## src/inc/rcb_pkg.sv

```systemverilog
/*
 * rcb_pkg: constants, register map and carrier types of the raster
 * function combiner.
 * Assumes a 32-bit apb register bus and one 40 MHz clock.
 */
package rcb_pkg;

    // ==================================================================
    // data path geometry
    localparam int WORD_W   = 32;
    localparam int PIX_BITS = 8;
    localparam int PIX_N    = WORD_W / PIX_BITS;
    localparam int CODE_W   = 8;
    localparam int CNT_W    = 16;

    // ==================================================================
    // register byte offsets
    localparam logic [7:0] OFS_RFCODE = 8'h00;
    localparam logic [7:0] OFS_BLTCMD = 8'h04;
    localparam logic [7:0] OFS_EXEC   = 8'h08;
    localparam logic [7:0] OFS_STATUS = 8'h0C;
    localparam logic [7:0] OFS_COUNT  = 8'h10;
    localparam logic [7:0] OFS_LAST   = 8'h14;
    localparam logic [7:0] OFS_ACTIVE = 8'h18;

    // ==================================================================
    // field positions
    localparam int CODE_LSB      = 0;
    localparam int CMD_SRC_MONO  = 6;
    localparam int CMD_SRC_CPU   = 7;
    localparam int CMD_PAT_MONO  = 8;
    localparam int EXEC_GO       = 0;
    localparam int EXEC_STOP     = 1;
    localparam int STAT_ACTIVE   = 0;
    localparam int STAT_DROP     = 1;
    localparam int STAT_DONE     = 2;
    localparam int ACT_SRC_MONO  = 8;
    localparam int ACT_SRC_CPU   = 9;
    localparam int ACT_PAT_MONO  = 10;

    // ==================================================================
    // reset values
    localparam logic [CODE_W-1:0] RST_CODE   = 8'h00;
    localparam logic [8:0]        RST_CMD    = 9'h000;
    localparam logic [CNT_W-1:0]  RST_COUNT  = 16'h0000;
    localparam logic [WORD_W-1:0] RST_WORD   = 32'h00000000;

    // ==================================================================
    // carrier types
    typedef struct packed {
        logic [WORD_W-1:0] src_cpu;
        logic [WORD_W-1:0] src_scr;
        logic [WORD_W-1:0] pat;
        logic [WORD_W-1:0] dst;
    } rcb_ops_t;

    typedef struct packed {
        logic              src_mono;
        logic              src_cpu;
        logic              pat_mono;
        logic [CODE_W-1:0] code;
    } rcb_setup_t;

    typedef enum logic [0:0] {
        RCB_IDLE = 1'b0,
        RCB_RUN  = 1'b1
    } rcb_state_t;

endpackage

```

## src/logic/rcb_expand.sv

```systemverilog
/*
 * rcb_expand: widens monochrome data to colour pixels, one mono bit
 * per pixel, or passes colour data through.
 * Assumes the caller registers the result where timing needs it.
 */
`timescale 1ns/1ps
`default_nettype none
module rcb_expand #(
    parameter int PIX_BITS = 8,
    parameter int PIX_N    = 4
) (
    // control
    input  wire logic                      mono,
    // data
    input  wire logic [PIX_BITS*PIX_N-1:0] din,
    output logic      [PIX_BITS*PIX_N-1:0] dout
);
    initial begin
        if (PIX_BITS < 1 || PIX_N < 1) begin
            $error("rcb_expand: bad geometry");
        end
    end

    // ==================================================================
    // per-pixel expansion
    genvar gi;
    generate
        for (gi = 0; gi < PIX_N; gi++) begin : g_pix
            // mono bit i fills every bit of pixel i
            assign dout[gi*PIX_BITS +: PIX_BITS] =
                mono ? {PIX_BITS{din[gi]}} : din[gi*PIX_BITS +: PIX_BITS];
        end
    endgenerate
endmodule
`default_nettype wire

```

## src/logic/rcb_combine.sv

```systemverilog
/*
 * rcb_combine: three-operand bitwise raster function by truth table.
 * Assumes colour-width operands; the code is stable while in use.
 */
`timescale 1ns/1ps
`default_nettype none
module rcb_combine #(
    parameter int W = 32
) (
    // function
    input  wire logic [7:0]   code,
    // operands
    input  wire logic [W-1:0] src,
    input  wire logic [W-1:0] pat,
    input  wire logic [W-1:0] dst,
    output logic      [W-1:0] res
);
    initial begin
        if (W < 1) begin
            $error("rcb_combine: bad width");
        end
    end

    // ==================================================================
    // truth-table lookup, index {pattern, source, destination}
    genvar gi;
    generate
        for (gi = 0; gi < W; gi++) begin : g_bit
            assign res[gi] = code[{pat[gi], src[gi], dst[gi]}];
        end
    endgenerate
endmodule
`default_nettype wire

```

## src/logic/rcb_top.sv

```systemverilog
/*
 * rcb_top: raster function combiner of the 2D blit engine, with its
 * apb register block and a pixel operand port from the blit engine.
 * Assumes the blit engine runs on pclk and drives operands with a
 * one-cycle valid; no back-pressure is offered on that port.
 */
// The implementer's own choices: register access over APB and the placing of the registers.

`timescale 1ns/1ps
`default_nettype none
module rcb_top
    import rcb_pkg::*;
#(
    parameter int DATA_W = 32,
    parameter int PIXW   = 8
) (
    // clock and reset
    input  wire logic              pclk,
    input  wire logic              presetn,
    // apb slave
    input  wire logic              psel,
    input  wire logic              penable,
    input  wire logic              pwrite,
    input  wire logic [7:0]        paddr,
    input  wire logic [31:0]       pwdata,
    input  wire logic [3:0]        pstrb,
    output logic      [31:0]       prdata,
    output logic                   pready,
    output logic                   pslverr,
    // operands from the blit engine
    input  wire logic              op_valid,
    input  wire rcb_ops_t          op_data,
    // result to the blit engine
    output logic                   res_valid,
    output logic      [DATA_W-1:0] res_data,
    output logic                   busy
);

    // ==================================================================
    // elaboration checks
    initial begin
        if (DATA_W != WORD_W) begin
            $error("rcb_top: DATA_W must equal the package word width");
        end
        if (PIXW < 1 || (DATA_W % PIXW) != 0) begin
            $error("rcb_top: pixel width must divide the word");
        end
    end

    localparam int NPIX = DATA_W / PIXW;

    // ==================================================================
    // address decode, shared by the read and write paths
    function automatic logic [2:0] reg_index(input logic [7:0] a);
        logic [2:0] idx;
        idx = 3'h7;
        unique case (a)
            OFS_RFCODE: idx = 3'h0;
            OFS_BLTCMD: idx = 3'h1;
            OFS_EXEC:   idx = 3'h2;
            OFS_STATUS: idx = 3'h3;
            OFS_COUNT:  idx = 3'h4;
            OFS_LAST:   idx = 3'h5;
            OFS_ACTIVE: idx = 3'h6;
            default:    idx = 3'h7;
        endcase
        return idx;
    endfunction

    function automatic logic mapped(input logic [7:0] a);
        return reg_index(a) != 3'h7;
    endfunction

    // ==================================================================
    // apb handshake: one access cycle, no wait states
    logic        setup_c;
    logic        wr_acc;
    logic [2:0]  wr_idx;
    logic [31:0] wmask;

    assign setup_c = psel & ~penable;
    assign wr_acc  = psel & penable & pready & pwrite & ~pslverr;
    assign wr_idx  = reg_index(paddr);
    assign wmask   = {{8{pstrb[3]}}, {8{pstrb[2]}}, {8{pstrb[1]}}, {8{pstrb[0]}}};

    always_ff @(posedge pclk or negedge presetn) begin
        if (!presetn) begin
            pready <= 1'b0;
        end else begin
            pready <= setup_c;
        end
    end

    always_ff @(posedge pclk or negedge presetn) begin
        if (!presetn) begin
            pslverr <= 1'b0;
        end else begin
            pslverr <= setup_c & ~mapped(paddr);
        end
    end

    // ==================================================================
    // software-staged setup
    logic [CODE_W-1:0] code_r;
    logic [8:0]        cmd_r;
    logic [31:0]       code_nxt;
    logic [31:0]       cmd_nxt;

    assign code_nxt = ({24'h000000, code_r} & ~wmask) | (pwdata & wmask);
    assign cmd_nxt  = ({23'h000000, cmd_r} & ~wmask) | (pwdata & wmask);

    always_ff @(posedge pclk or negedge presetn) begin
        if (!presetn) begin
            code_r <= RST_CODE;
        end else if (wr_acc && wr_idx == 3'h0) begin
            code_r <= code_nxt[CODE_LSB +: CODE_W];
        end
    end

    always_ff @(posedge pclk or negedge presetn) begin
        if (!presetn) begin
            cmd_r <= RST_CMD;
        end else if (wr_acc && wr_idx == 3'h1) begin
            cmd_r <= cmd_nxt[8:0];
        end
    end

    // ==================================================================
    // execute: the code in place at this moment is the one used
    logic go_c;
    logic stop_c;

    assign go_c   = wr_acc && wr_idx == 3'h2 && pstrb[0] && pwdata[EXEC_GO];
    assign stop_c = wr_acc && wr_idx == 3'h2 && pstrb[0] && pwdata[EXEC_STOP];

    rcb_setup_t act_r;

    always_ff @(posedge pclk or negedge presetn) begin
        if (!presetn) begin
            act_r <= '0;
        end else if (go_c) begin
            act_r.code     <= code_r;
            act_r.src_cpu  <= cmd_r[CMD_SRC_CPU];
            act_r.src_mono <= cmd_r[CMD_SRC_MONO];
            act_r.pat_mono <= cmd_r[CMD_PAT_MONO];
        end
    end

    rcb_state_t state_r;

    always_ff @(posedge pclk or negedge presetn) begin
        if (!presetn) begin
            state_r <= RCB_IDLE;
        end else begin
            unique case (state_r)
                RCB_IDLE: begin
                    if (go_c && !stop_c) begin
                        state_r <= RCB_RUN;
                    end
                end
                RCB_RUN: begin
                    if (stop_c) begin
                        state_r <= RCB_IDLE;
                    end
                end
            endcase
        end
    end

    always_ff @(posedge pclk or negedge presetn) begin
        if (!presetn) begin
            busy <= 1'b0;
        end else begin
            busy <= (state_r == RCB_RUN && !stop_c) || (state_r == RCB_IDLE && go_c && !stop_c);
        end
    end

    // ==================================================================
    // stage 1: source choice and monochrome expansion
    logic              take_c;
    logic              src_mono_c;
    logic [DATA_W-1:0] src_sel;
    logic [DATA_W-1:0] src_exp;
    logic [DATA_W-1:0] pat_exp;

    assign take_c     = op_valid && state_r == RCB_RUN;
    assign src_sel    = act_r.src_cpu ? op_data.src_cpu : op_data.src_scr;
    // a screen source ignores the monochrome bit
    assign src_mono_c = act_r.src_cpu & act_r.src_mono;

    rcb_expand #(
        .PIX_BITS (PIXW),
        .PIX_N    (NPIX)
    ) u_src_exp (
        .mono (src_mono_c),
        .din  (src_sel),
        .dout (src_exp)
    );

    rcb_expand #(
        .PIX_BITS (PIXW),
        .PIX_N    (NPIX)
    ) u_pat_exp (
        .mono (act_r.pat_mono),
        .din  (op_data.pat),
        .dout (pat_exp)
    );

    logic              s1_vld_r;
    logic [DATA_W-1:0] s1_src_r;
    logic [DATA_W-1:0] s1_pat_r;
    logic [DATA_W-1:0] s1_dst_r;

    always_ff @(posedge pclk or negedge presetn) begin
        if (!presetn) begin
            s1_vld_r <= 1'b0;
        end else begin
            s1_vld_r <= take_c;
        end
    end

    always_ff @(posedge pclk or negedge presetn) begin
        if (!presetn) begin
            s1_src_r <= RST_WORD;
            s1_pat_r <= RST_WORD;
            s1_dst_r <= RST_WORD;
        end else if (take_c) begin
            s1_src_r <= src_exp;
            s1_pat_r <= pat_exp;
            s1_dst_r <= op_data.dst;  // destination is never expanded
        end
    end

    // ==================================================================
    // stage 2: the raster function itself
    logic [DATA_W-1:0] comb_res;

    // the code is taken from the active copy, so a write to the staged
    // code during a blit cannot change words already in flight
    rcb_combine #(
        .W (DATA_W)
    ) u_comb (
        .code (act_r.code),
        .src  (s1_src_r),
        .pat  (s1_pat_r),
        .dst  (s1_dst_r),
        .res  (comb_res)
    );

    always_ff @(posedge pclk or negedge presetn) begin
        if (!presetn) begin
            res_valid <= 1'b0;
        end else begin
            res_valid <= s1_vld_r;
        end
    end

    always_ff @(posedge pclk or negedge presetn) begin
        if (!presetn) begin
            res_data <= RST_WORD;
        end else if (s1_vld_r) begin
            res_data <= comb_res;
        end
    end

    // ==================================================================
    // progress and error status
    logic [CNT_W-1:0] count_r;
    logic             drop_r;
    logic             done_r;
    logic             clr_c;

    assign clr_c = wr_acc && wr_idx == 3'h3 && pstrb[0];

    always_ff @(posedge pclk or negedge presetn) begin
        if (!presetn) begin
            count_r <= RST_COUNT;
        end else if (go_c) begin
            count_r <= RST_COUNT;
        end else if (s1_vld_r) begin
            count_r <= count_r + 1'b1;
        end
    end

    // operand words outside a blit are dropped; set beats clear
    always_ff @(posedge pclk or negedge presetn) begin
        if (!presetn) begin
            drop_r <= 1'b0;
        end else if (op_valid && state_r != RCB_RUN) begin
            drop_r <= 1'b1;
        end else if (clr_c && pwdata[STAT_DROP]) begin
            drop_r <= 1'b0;
        end
    end

    always_ff @(posedge pclk or negedge presetn) begin
        if (!presetn) begin
            done_r <= 1'b0;
        end else if (stop_c && state_r == RCB_RUN) begin
            done_r <= 1'b1;
        end else if (clr_c && pwdata[STAT_DONE]) begin
            done_r <= 1'b0;
        end
    end

    // ==================================================================
    // read data, captured in the setup cycle
    logic [31:0] rd_c;

    always_comb begin
        rd_c = 32'h00000000;
        unique case (reg_index(paddr))
            3'h0: rd_c[CODE_LSB +: CODE_W] = code_r;
            3'h1: rd_c[8:0] = cmd_r;
            3'h2: rd_c = 32'h00000000;
            3'h3: begin
                rd_c[STAT_ACTIVE] = state_r == RCB_RUN;
                rd_c[STAT_DROP]   = drop_r;
                rd_c[STAT_DONE]   = done_r;
            end
            3'h4: rd_c[CNT_W-1:0] = count_r;
            3'h5: rd_c = res_data;
            3'h6: begin
                rd_c[CODE_W-1:0]   = act_r.code;
                rd_c[ACT_SRC_MONO] = act_r.src_mono;
                rd_c[ACT_SRC_CPU]  = act_r.src_cpu;
                rd_c[ACT_PAT_MONO] = act_r.pat_mono;
            end
            3'h7: rd_c = 32'h00000000;
        endcase
    end

    always_ff @(posedge pclk or negedge presetn) begin
        if (!presetn) begin
            prdata <= 32'h00000000;
        end else if (setup_c && !pwrite) begin
            prdata <= rd_c;
        end
    end

endmodule
`default_nettype wire

```

## config.mk

```make
export PLATFORM = sky130hd
export DESIGN_NAME = rcb_top
export DESIGN_NICKNAME = d
export VERILOG_FILES = /design/src/inc/rcb_pkg.sv /design/src/logic/rcb_expand.sv /design/src/logic/rcb_combine.sv /design/src/logic/rcb_top.sv
export SDC_FILE = /design/constraint.sdc
export NUM_CORES = 1
export LEC_CHECK = 0
export BUFFER_PORTS_ARGS = -buffer_cell sky130_fd_sc_hd__buf_2
export CORE_UTILIZATION = 45
export CTS_BUF_LIST = sky130_fd_sc_hd__clkbuf_8
export CTS_CLUSTER_DIAMETER = 50
export DETAILED_ROUTE_END_ITERATION = 6
export PLACE_DENSITY = 0.74
export SYNTH_ARGS = -nofsm -noshare
export SYNTH_HDL_FRONTEND = slang
export SYNTH_HIERARCHICAL = 1
export SYNTH_SLANG_ARGS = --single-unit
```

## constraint.sdc

```tcl
create_clock -name pclk -period 2.2 [get_ports pclk]
set_clock_uncertainty 0.1 [all_clocks]
set_input_delay 0.22 -clock pclk [delete_from_list [all_inputs] [get_ports pclk]]
set_output_delay 0.22 -clock pclk [all_outputs]
set_load 0.1 [all_outputs]
```

* Yosys cells after proc, flatten, opt, wreduce, memory -nomap -nowiden *
Cells that the tools add are included.

storage, ports and cells
  output and inout port bits = 68
  bits of input ports = 178
  logic and storage cells = 200
  bits in registers = 212

cells by class
  equality and inequality tests = 14
  bitwise operators = 17
  $lt $le $gt $ge = 32
  multiplexer cells = 89
  reductions and logical operators = 27
  add/subtract/negate cells = 1

operators with widths
  kind                                                                   number
  3-bit by 4-bit < comparator with 1-bit output (second input constant)  32
  1-bit binary-select mux with 3-bit select                              32
  8-bit two-way mux                                                      8
  16-bit two-way mux                                                     3
  3-bit case mux with 7 select lines                                     2
  1-bit two-way mux                                                      38
  32-bit two-way mux                                                     1
  5-bit case mux with 5 select lines                                     1
  8-bit by 5-bit == test with 1-bit output (second input constant)       3
  9-bit AND                                                              2
  1-bit logical AND                                                      18
  16-bit by 1-bit adder with 16-bit output (second input constant)       1
  8-bit by 4-bit == test with 1-bit output (second input constant)       2
  3-bit == test (second input constant)                                  4
  5-bit case mux with 2 select lines                                     1
  9-bit inverter                                                         1
  9-bit OR                                                               1
  8-bit AND                                                              1
  8-bit by 3-bit == test with 1-bit output (second input constant)       1
  8-bit zero test                                                        1
  8-bit OR                                                               1
  1-bit AND                                                              7
  3-bit by 2-bit == test with 1-bit output (second input constant)       2
  2-bit case mux with 3 select lines                                     1
  other kinds (10)                                                       16

* Logic depth before layout (Yosys ltp) *
Gate-level depths: netlist of run 1.

  word-level depth = 11
  mapped depth = 7
  depth with buffers taken out = 5

* Modules after synthesis *
Netlist of run 1, hierarchy kept.

modules (own cells, without submodules)
  module       cells each  sequential area each (um^2)  area an instance (um^2)  times used
  rcb_top      624         5305.1                       8902.3                   1
  rcb_combine  120         0.0                          2139.6                   1
  rcb_expand   35          0.0                          390.4                    2

* Least setup slack after synthesis of run 1 *
No wires, ideal clock.

  path type = reg2reg
  start point = reg pslverr
  end point = reg, netlist name act_r[0]
  slack = -0.400 ns
  arrival time = 2.375 ns
  setup time = 0.125 ns
  stages on the path, launching flop included = 6
  period minus slack after synthesis = 2.600 ns
  cell sequence = dfrtp_1 or3b_2 nor4_1 and3_1 buf_4 mux2_2

between the ends
  longest elaborated chain between the ends = 5

RTL lines
  element                          RTL line        source
  start: declaration               rcb_top.sv:29   output logic pslverr,
  start signal: assignment         rcb_top.sv:98   pslverr <= setup_c & ~mapped(paddr);
  1-bit inverter                   rcb_top.sv:82   assign wr_acc = psel & penable & pready & pwrite & ~pslverr;
  1-bit AND                        rcb_top.sv:82
  1-bit logical AND (3 in series)  rcb_top.sv:133  assign go_c = wr_acc && wr_idx == 3'h2 && pstrb[0] && pwdata[EXEC_GO];

No other way between the ends.
A chain may end at the register's enable or synchronous reset.

==> impl_metrics.toml, run 1 <==
[run_status]
status = "completed"

[placement]
gp_congestion = 0.856
dp_hpwl_um = 21500
placedCellCount = 1332
post-place-ws_ns = -0.000711
placed_area_um2 = 13400
port_buffers = 220

[sta]
worstMarginPinSlew_ns = 0.578
slew_headroom_pct = 61.5
period_share_pct = 95.2
setup_viol = 0
finalCriticalPeriod_ns = 2.10
finalWorstSetupSlack_ns = 0.105
fin_setup_tns_ns = 0
slew_viol_final = 0
hold_viol = 0
finalHoldWorstSlack_ns = 0.0682
fmax_mhz = 477

[power]
power_frac_comb_pct = 7.8
p_leak_nw = 7.45
finalPower_mw = 8.45
peakVddDrop_mv = 0.378
switching_share_pct = 23.9
power.density_nw_per_um2 = 565
internal_power_mw = 6.43
pwr-share-clk_pct = 45.2
netSwitchingPower_mw = 2.02
seqPwrFrac_pct = 47.0

[setup_path]
critPathMaxStageDelay_ns = 0.55
required_ns = 2.52
worstSetupPathType = "flip-flop to flip-flop"
cp_slowest_cell = "dlygate4sd3_1"
cp_top_family = "simple AND/OR/NAND/NOR gates"
end_kind = "flip-flop"
reg2reg_depth = 5
startpoint = "pready"
cp_max_fo = 3
crit_arrival_ns = 2.41
r2r_start = "pready"
startpoint_type = "flip-flop"
worstSetupPathDepth = 5
reg2reg_slack_ns = 0.10
crit_buf_inv = 1
path_cells = "nand4_1 -> nor4b_4 -> nand3_1 -> mux2_2 -> dlygate4sd3_1"

[floorplanning]
dieArea_um2 = 26900
dieHeight_um = 164
floorplan.rows = 58
initial_utilization_pct = 46.4
ios = 246
coreArea_um2 = 25500
die_w_um = 164

[synth]
synth.area.top_cells = "dfrtp_1 (45%), mux2_2 (27%), mux4_1 (12%)"
synth_top_area_cell = "dfrtp_1"
syn_avg_cell_area_um2 = 14.5
post-synth-top-count-cell = "mux2_2"
async_reset_ff_share_pct = 100
ys_types = 44
synth_edf_count = 0
postSynthNetCount = 993
yosysSeqAreaShare_pct = 44.9
yosysWarnings = 6
synth.top_cell.area_share_pct = 44.9
synth_cells = 814
synth-seq-cells = 212
synth_area_um2 = 11800
yosys-top-cells-count = "mux2_2 (282), dfrtp_1 (212), mux4_1 (54)"
synth_flop_cell = "dfrtp_1"

[grt]
overflow = 0
grtUsageTotal_pct = 24.3
grt_pass1_wl_um = 49100
antenna_found_initial = 1
grt_pass1_vias = 8586
grt_max_degree = 69

[route]
routedWlPerCell_um = 21.7
drtAntennaViolNets = 0
routed_wl_um = 32100
num_vias = 8444
via_per_inst = 5.71
drc = 0
drt_first_pass_iters = 5
drt-initial-drc-count = 539

[finish]
area_growth_pct = 26.5
register_area_um2 = 5310
stdcell_area_um2 = 15000
antennaDiodeCount = 0
drive_gt1_share_pct = 53.9
fin_util_pct = 58.7
filler_cell_count = 1951
final_cells = 1480
nets = 1300
multiInputGateArea_um2 = 6120

[clock_network]
htreeDepth = 2
cts_setup_buffers = 0
path_clk_slew_ns = 0.06
clk_path_buf_depth = 3
cts_buffers = 39
cts.sinks = 212
cts_tree = "built"
clock_latency_ns = 0.54
ctsRootBufferMaster = "clkbuf_8"

[run]
cap_violations = 0

[hold_path]
hp-class = "primary input to flip-flop"
[layout make-up]
type | count | area share, %
multi-input cells | 521 | 40.9
flip-flops and latches | 212 | 35.5
repair buffers | 335 | 15.2
clock buffers | 50 | 4.60
well taps | 330 | 2.76
clock inverters | 20 | 0.753
inverters | 12 | 0.301
[power groups by stage]
| stage | Clock (mW) | Combinational (mW) | Sequential (mW) |
|---|---|---|---|
| after CTS | 3.92 | 0.661 | 3.97 |
| after global placement | 0 | 0.547 | 4.04 |
| after global routing | 4.09 | 0.722 | 3.97 |
| after detailed placement | 0 | 0.555 | 4.04 |
| final | 3.82 | 0.663 | 3.97 |
| after floorplan | 0 | 0.211 | 4.06 |
[placed cells by master (no fill, tap or decap), types with 2 or more instances in the layout]
master / n
mux4_2: 15
clkinv_2: 2
buf_2: 219
a22o_1: 20
clkbuf_8: 50
o31ai_1: 2
o21bai_1: 3
nor3_1: 3
nor2_1: 22
nor4b_4: 2
dfrtp_2: 2
buf_4: 29
a21oi_1: 12
a222oi_1: 5
xor2_1: 3
nand3_1: 6
nor4_1: 13
or3b_4: 2
o21a_1: 2
dfrtp_1: 209
nand2_1: 14
o21ai_0: 5
mux4_1: 54
mux2i_1: 9
inv_1: 27
a221oi_1: 3
buf_12: 8
and3_1: 3
nor2b_1: 8
xnor2_1: 12
dlygate4sd3_1: 78
nand4_1: 8
mux2_2: 282
[tightest hold or removal path, stage by stage]
cell    delay (ns)
buf_2         0.07
mux2_2        0.12
mux2_2        0.13
mux2_2        0.13
[registers in the layout, summed over array words and instances, names as in the netlist, named ones only]
register and flops:
count_r 16, prdata 32, pslverr 1, s1_vld_r 1
res_data 32, pready 1, act_r 11, done_r 1
s1_pat_r 32, state_r 1, drop_r 1, s1_src_r 32
s1_dst_r 32, res_valid 1, busy 1
[per-layer routing]
| layer | routed length, um | GRT usage (%) | share of wire (%) | vias to the layer above |
|---|---|---|---|---|
| met2 | 15100 | 38.4 | 47 | 367 |
| met1 | 14100 | 33.6 | 44 | 4246 |
| met5 | 72 | 2.08 | 0.22 | - |
| li1 | - | - | - | 3769 |
| met4 | 771 | 7.49 | 2.4 | 2 |
| met3 | 2080 | 4.77 | 6.5 | 60 |
[how the worst min path moves through the flow]
stage	start	end	slack (ns)	cells after the start
CTS	paddr[2]	done_r	0.04	3
global route	paddr[2]	done_r	0.05	3
finish	op_data[85]	s1_src_r[21]	0.07	4
floorplan	presetn	async pin	-0.18	0
detailed placement	presetn	res_valid	0.13	1
global placement	presetn	res_valid	0.13	1
[cells by family after synthesis]
logic type               Yosys count  synth area share (%)
multiplexers                     360                  42.5
flip-flops                       212                  44.9
AO/OA/AOI/OAI                     56                  3.59
XOR/XNOR                          15                  1.11
adder cells (fa/ha/maj)            1                 0.106
AND/OR/NAND/NOR                   89                  4.24
buffers and inverters             81                  3.60
[timing repair]
action                                  4_1_cts  5_1_grt
hold buffers                                 78        0
endpoints found under the setup margin        0        1
resized for setup                             0        1
hold endpoints to repair                    149        0
(Power assumes the default switching activity.)
==> run 2, diff against run 1 <==
--- a/config.mk
+++ b/config.mk
@@ -10,7 +10,7 @@
 export CTS_BUF_LIST = sky130_fd_sc_hd__clkbuf_8
 export CTS_CLUSTER_DIAMETER = 50
 export DETAILED_ROUTE_END_ITERATION = 6
-export PLACE_DENSITY = 0.74
+export PLACE_DENSITY = 0.7
 export SYNTH_ARGS = -nofsm -noshare
 export SYNTH_HDL_FRONTEND = slang
 export SYNTH_HIERARCHICAL = 1
==> run 2 against run 1 <==
Final cell count decreased by 0.27%. Setup slack got worse by 0.021 ns. Sequential power about the same. Register-to-register slack barely moved. Final area increased by 0.48%. First-iteration DRC count increased by 4.6%. Total power up 1.3%. Die area unchanged. Routed wire length about the same. Global-route usage rose by 0.22 points. Core utilization rose by 0.28 points. Sequential share of layout area fell by 0.17 points. Largest power group unchanged.
==> impl_metrics.toml, run 2 (synthesized netlist as in run 1, its figures left out) <==
[route]
routedWlPerCell_um = 21.8
num_vias = 8405
drt_first_pass_iters = 5
routed_wl_um = 32100
drt-initial-drc-count = 564
drtAntennaViolNets = 0
via_per_inst = 5.69
drc = 0

[setup_path]
crit_arrival_ns = 2.42
worstSetupPathType = "primary input to flip-flop"
reg2reg_depth = 5
cp_max_fo = 12
r2r_start = "pready"
end_kind = "flip-flop"
startpoint_type = "primary input"
startpoint = "paddr[3]"
required_ns = 2.50
reg2reg_slack_ns = 0.11

[finish]
final_common_cell = "mux2_2"
area_growth_pct = 27.1
drive_gt1_share_pct = 55.1
antennaDiodeCount = 0
nets = 1299
final_cell_mix = "mux2_2 (282), buf_2 (219), dfrtp_1 (209)"

[clock_network]
cts_tree = "built"
clk_path_buf_depth = 3
cts.sinks = 212
htreeDepth = 2
ctsRootBufferMaster = "clkbuf_8"
clock_latency_ns = 0.52
cts_buffers = 39
cts_setup_buffers = 0
path_clk_slew_ns = 0.06

[floorplanning]
coreArea_um2 = 25500
floorplan.rows = 58
die_w_um = 164
dieHeight_um = 164
initial_utilization_pct = 46.4
dieArea_um2 = 26900
ios = 246

[grt]
overflow = 0
grt_max_degree = 72
grt_pass1_vias = 8526
antenna_found_initial = 0
use_met3_pct = 3.99
grtUsageTotal_pct = 24.5
busiest_layer = "met2"
met1_usage_pct = 34.4
met2_usage_pct = 38.9
grt_pass1_wl_um = 49200

[placement]
port_buffers = 220
dp_hpwl_um = 21600
gp_congestion = 0.806

[sta]
slew_viol_final = 0
rsz0062_at_grt = "no"
fin_setup_tns_ns = 0
hold_viol = 0
period_share_pct = 96.2
worstMarginPinSlew_ns = 0.589
setup_viol = 0
finalCriticalPeriod_ns = 2.12
slew_headroom_pct = 60.7
fmax_mhz = 472

[power]
p_leak_nw = 7.44
peakVddDrop_mv = 0.416
power.density_nw_per_um2 = 569
finalPower_mw = 8.56

[run]
cap_violations = 0

[hold_path]
hp-class = "primary input to flip-flop"

[run_status]
status = "completed"
==> run 2: critical path, stage by stage <==
cell	delay, ns
dlygate4sd3_1	0.53
buf_2	0.22
buf_4	0.24
nor2b_2	0.07
buf_4	0.15
nand3_1	0.09
mux2_2	0.33
dlygate4sd3_1	0.56
==> run 2: repair_timing <==
| item | in CTS | in global routing |
|---|---|---|
| hold buffers | 75 | 0 |
| endpoints found under the setup margin | 0 | 1 |
| resized for setup | 0 | 1 |
| hold endpoints to repair | 149 | 0 |
==> run 2: cell type report <==
cell class | count | area, um^2
sequential | 212 | 5310
fill | 1981 | 10400
clock inverter | 13 | 87.6
tap | 330 | 413
timing repair buffer | 334 | 2320
inverter | 12 | 45.0
multi-input combinational | 521 | 6110
clock buffer | 54 | 743
==> run 2: power by group <==
part / total [mW] / internal, mW / leakage, nW / switching, mW
logic: 0.661 / 0.340 / 4.12 / 0.321
clock network: 3.93 / 2.29 / 0.451 / 1.63
registers: 3.97 / 3.94 / 2.87 / 0.0346
total: 8.56 / 6.57 / 7.44 / 1.99
==> run 2: worst min-delay path by stage <==
| stage | start | to | slack (ns) | depth (start not counted) |
|---|---|---|---|---|
| global placement | presetn | res_valid | 0.14 | 1 |
| detailed placement | presetn | res_valid | 0.14 | 1 |
| CTS | paddr[1] | pslverr | 0.008 | 2 |
| global route | op_data[61] | s1_pat_r[29] | 0.05 | 3 |
| finish | paddr[1] | pslverr | 0.04 | 2 |
| floorplan | presetn | async pin | -0.18 | 0 |
==> run 2: per-layer routing <==
metal	vias up	share of wire, %
met5	-	0
met4	0	2.5
met3	49	6.1
met2	325	48
met1	4265	44
li1	3766	-
==> run 2: per-stage QoR <==
stage / instances / hold slack (ns) / utilization [%] / cell area (um^2) / worst slack, ns
after global routing: 1476 / 0.0533 / 59.0 / 15000 / 0.0136
after floorplan: 814 / -0.176 / - / 11800 / 0.0408
final: 1476 / 0.0408 / 59.0 / 15000 / 0.0836
after global placement: 1334 / 0.143 / 52.8 / 13400 / 0.0553
after CTS: 1476 / 0.00837 / 59.0 / 15000 / 0.112
after detailed placement: 1334 / 0.142 / 52.8 / 13400 / 0.00912
==> run 3, diff against run 2 <==
--- a/config.mk
+++ b/config.mk
@@ -10,7 +10,7 @@
 export CTS_BUF_LIST = sky130_fd_sc_hd__clkbuf_8
 export CTS_CLUSTER_DIAMETER = 50
 export DETAILED_ROUTE_END_ITERATION = 6
-export PLACE_DENSITY = 0.7
+export PLACE_DENSITY = 0.68
 export SYNTH_ARGS = -nofsm -noshare
 export SYNTH_HDL_FRONTEND = slang
 export SYNTH_HIERARCHICAL = 1
==> constraint.sdc (replaced) <==
create_clock -name pclk -period 2.7 [get_ports pclk]
set_clock_uncertainty 0.1 [all_clocks]
set_input_delay 0.27 -clock pclk [delete_from_list [all_inputs] [get_ports pclk]]
set_output_delay 0.27 -clock pclk [all_outputs]
set_load 0.1 [all_outputs]
==> run 3 against run 2 <==
Final cell count shrank 1.4%. Register-to-register slack gained 0.20 ns. Combinational power shrank 23%. Global-route usage shrank 0.27 points. Highest routed layer unchanged.
==> impl_metrics.toml, run 3 (synthesized netlist as in run 1, its figures left out) <==
[run_status]
status = "completed"

[floorplanning]
dieHeight_um = 164
coreArea_um2 = 25500
dieArea_um2 = 26900
ios = 246
initial_utilization_pct = 46.4
die_w_um = 164
floorplan.rows = 58

[route]
routed_wl_um = 31900
routedWlPerCell_um = 21.9
drtAntennaViolNets = 0
via_per_inst = 5.74
drt-initial-drc-count = 564
drc = 0
drt_first_pass_iters = 5
num_vias = 8356

[clock_network]
ctsRootBufferMaster = "clkbuf_8"
path_clk_slew_ns = 0.06
clk_path_buf_depth = 3
cts_tree = "built"
clock_latency_ns = 0.53
htreeDepth = 2
cts_buffers = 39
cts.sinks = 212

[setup_path]
r2r_end = "drop_r"
r2r_start = "pslverr"
cp_top_family = "simple AND/OR/NAND/NOR gates"
path_cells = "or3b_2 -> nor4_1 -> buf_4 -> nand4_1 -> a22o_1 -> dlygate4sd3_1"
critPathMaxStageDelay_ns = 0.57
cp_max_fo = 3
reg2reg_depth = 6
startpoint = "pslverr"
crit_buf_inv = 2
startpoint_type = "flip-flop"
worstSetupPathDepth = 6
end_kind = "flip-flop"
worstSetupPathType = "flip-flop to flip-flop"
endpoint = "drop_r"
required_ns = 3.01
cp_slowest_cell = "dlygate4sd3_1"
crit_arrival_ns = 2.69
reg2reg_slack_ns = 0.31

[sta]
fmax_mhz = 419
setup_viol = 0
finalCriticalPeriod_ns = 2.39
slew_viol_final = 0
fin_setup_tns_ns = 0
worstMarginPinSlew_ns = 0.635
hold_viol = 0
rsz0062_at_grt = "no"
slew_headroom_pct = 57.6
period_share_pct = 88.4

[finish]
final_common_cell = "mux2_2"
nets = 1276
fin_util_pct = 57.9
final_cell_mix = "mux2_2 (282), buf_2 (219), dfrtp_1 (211)"
antennaDiodeCount = 0
drive_gt1_share_pct = 54.8
area_growth_pct = 24.7

[grt]
overflow = 0
grtUsageTotal_pct = 24.2
grt_max_degree = 77
grt_pass1_vias = 8355
grt_pass1_wl_um = 49100
antenna_found_initial = 0

[placement]
gp_congestion = 0.798
dp_hpwl_um = 21600
port_buffers = 220

[power]
power.density_nw_per_um2 = 470
peakVddDrop_mv = 0.323
p_leak_nw = 7.32

[run]
cap_violations = 0

[hold_path]
hp-class = "primary input to flip-flop"
run 3: cell count changes in the layout (fill, tap and decap cells not counted), sizes merged:
cell | previous run | this run
clkbuf | 54 | 52
inv | 16 | 22
dlygate4sd3 | 75 | 59
clkinv | 7 | 3
clkinvlp | 1 | 3
buf | 259 | 252
run 3: per-stage QoR:
step / setup WS, ns / cell area (um^2) / hold WS, ns / instances / total power [mW]
after floorplan: 0.100 / 11800 / -0.126 / 814 / 3.48
after global placement: 0.353 / 13300 / 0.204 / 1327 / 3.73
after detailed placement: 0.277 / 13300 / 0.203 / 1327 / 3.74
after CTS: 0.334 / 14700 / 0.00127 / 1455 / 7.00
after global routing: 0.133 / 14700 / 0.00754 / 1455 / 7.23
final: 0.313 / 14700 / 0.0167 / 1455 / 6.92
run 3: power by group:
part | switching (mW) | total [mW] | leakage (nW) | internal (mW)
combinational | 0.257 | 0.512 | 3.99 | 0.255
sequential | 0.0279 | 3.23 | 2.87 | 3.21
clock | 1.36 | 3.17 | 0.454 | 1.82
run 3: worst min-delay path, cell delays in order:
cell,delay [ns]
buf_2,0.07
mux2_2,0.13
mux2_2,0.13
run 3: area by class of cell:
class,instances,area (um^2)
multi-input cells,521,6090
well taps,330,413
fillers,2027,10700
repair buffers,311,2050
clock inverters,17,109
inverters,12,45.0
flip-flops and latches,212,5310
clock buffers,52,716
run 3: how the worst min path moves through the flow:
stage	slack (ns)	cells past startpoint	endpoint	startpoint
6_report	0.02	3	s1_pat_r[10]	op_data[42]
5_1_grt	0.008	3	s1_pat_r[16]	op_data[48]
4_1_cts	0.001	3	s1_pat_r[10]	op_data[42]
3_5_place_dp	0.20	1	pready	presetn
3_3_place_gp	0.20	1	res_valid	presetn
2_1_floorplan	-0.13	0	async pin	presetn
run 3: repair_timing:
action | 4_1_cts | 5_1_grt
hold buffers | 59 | 0
buffers inserted | 0 | 0
gates resized for setup | 0 | 0
endpoints found under the hold margin | 136 | 0
run 3: per-layer routing:
metal	up-vias	global-route usage [%]	share of wire (%)
li1	3733	-	-
met1	4248	35.2	45
met2	330	37.5	46
met3	45	4.19	6.5
met4	0	6.31	1.8
met5	-	0	0
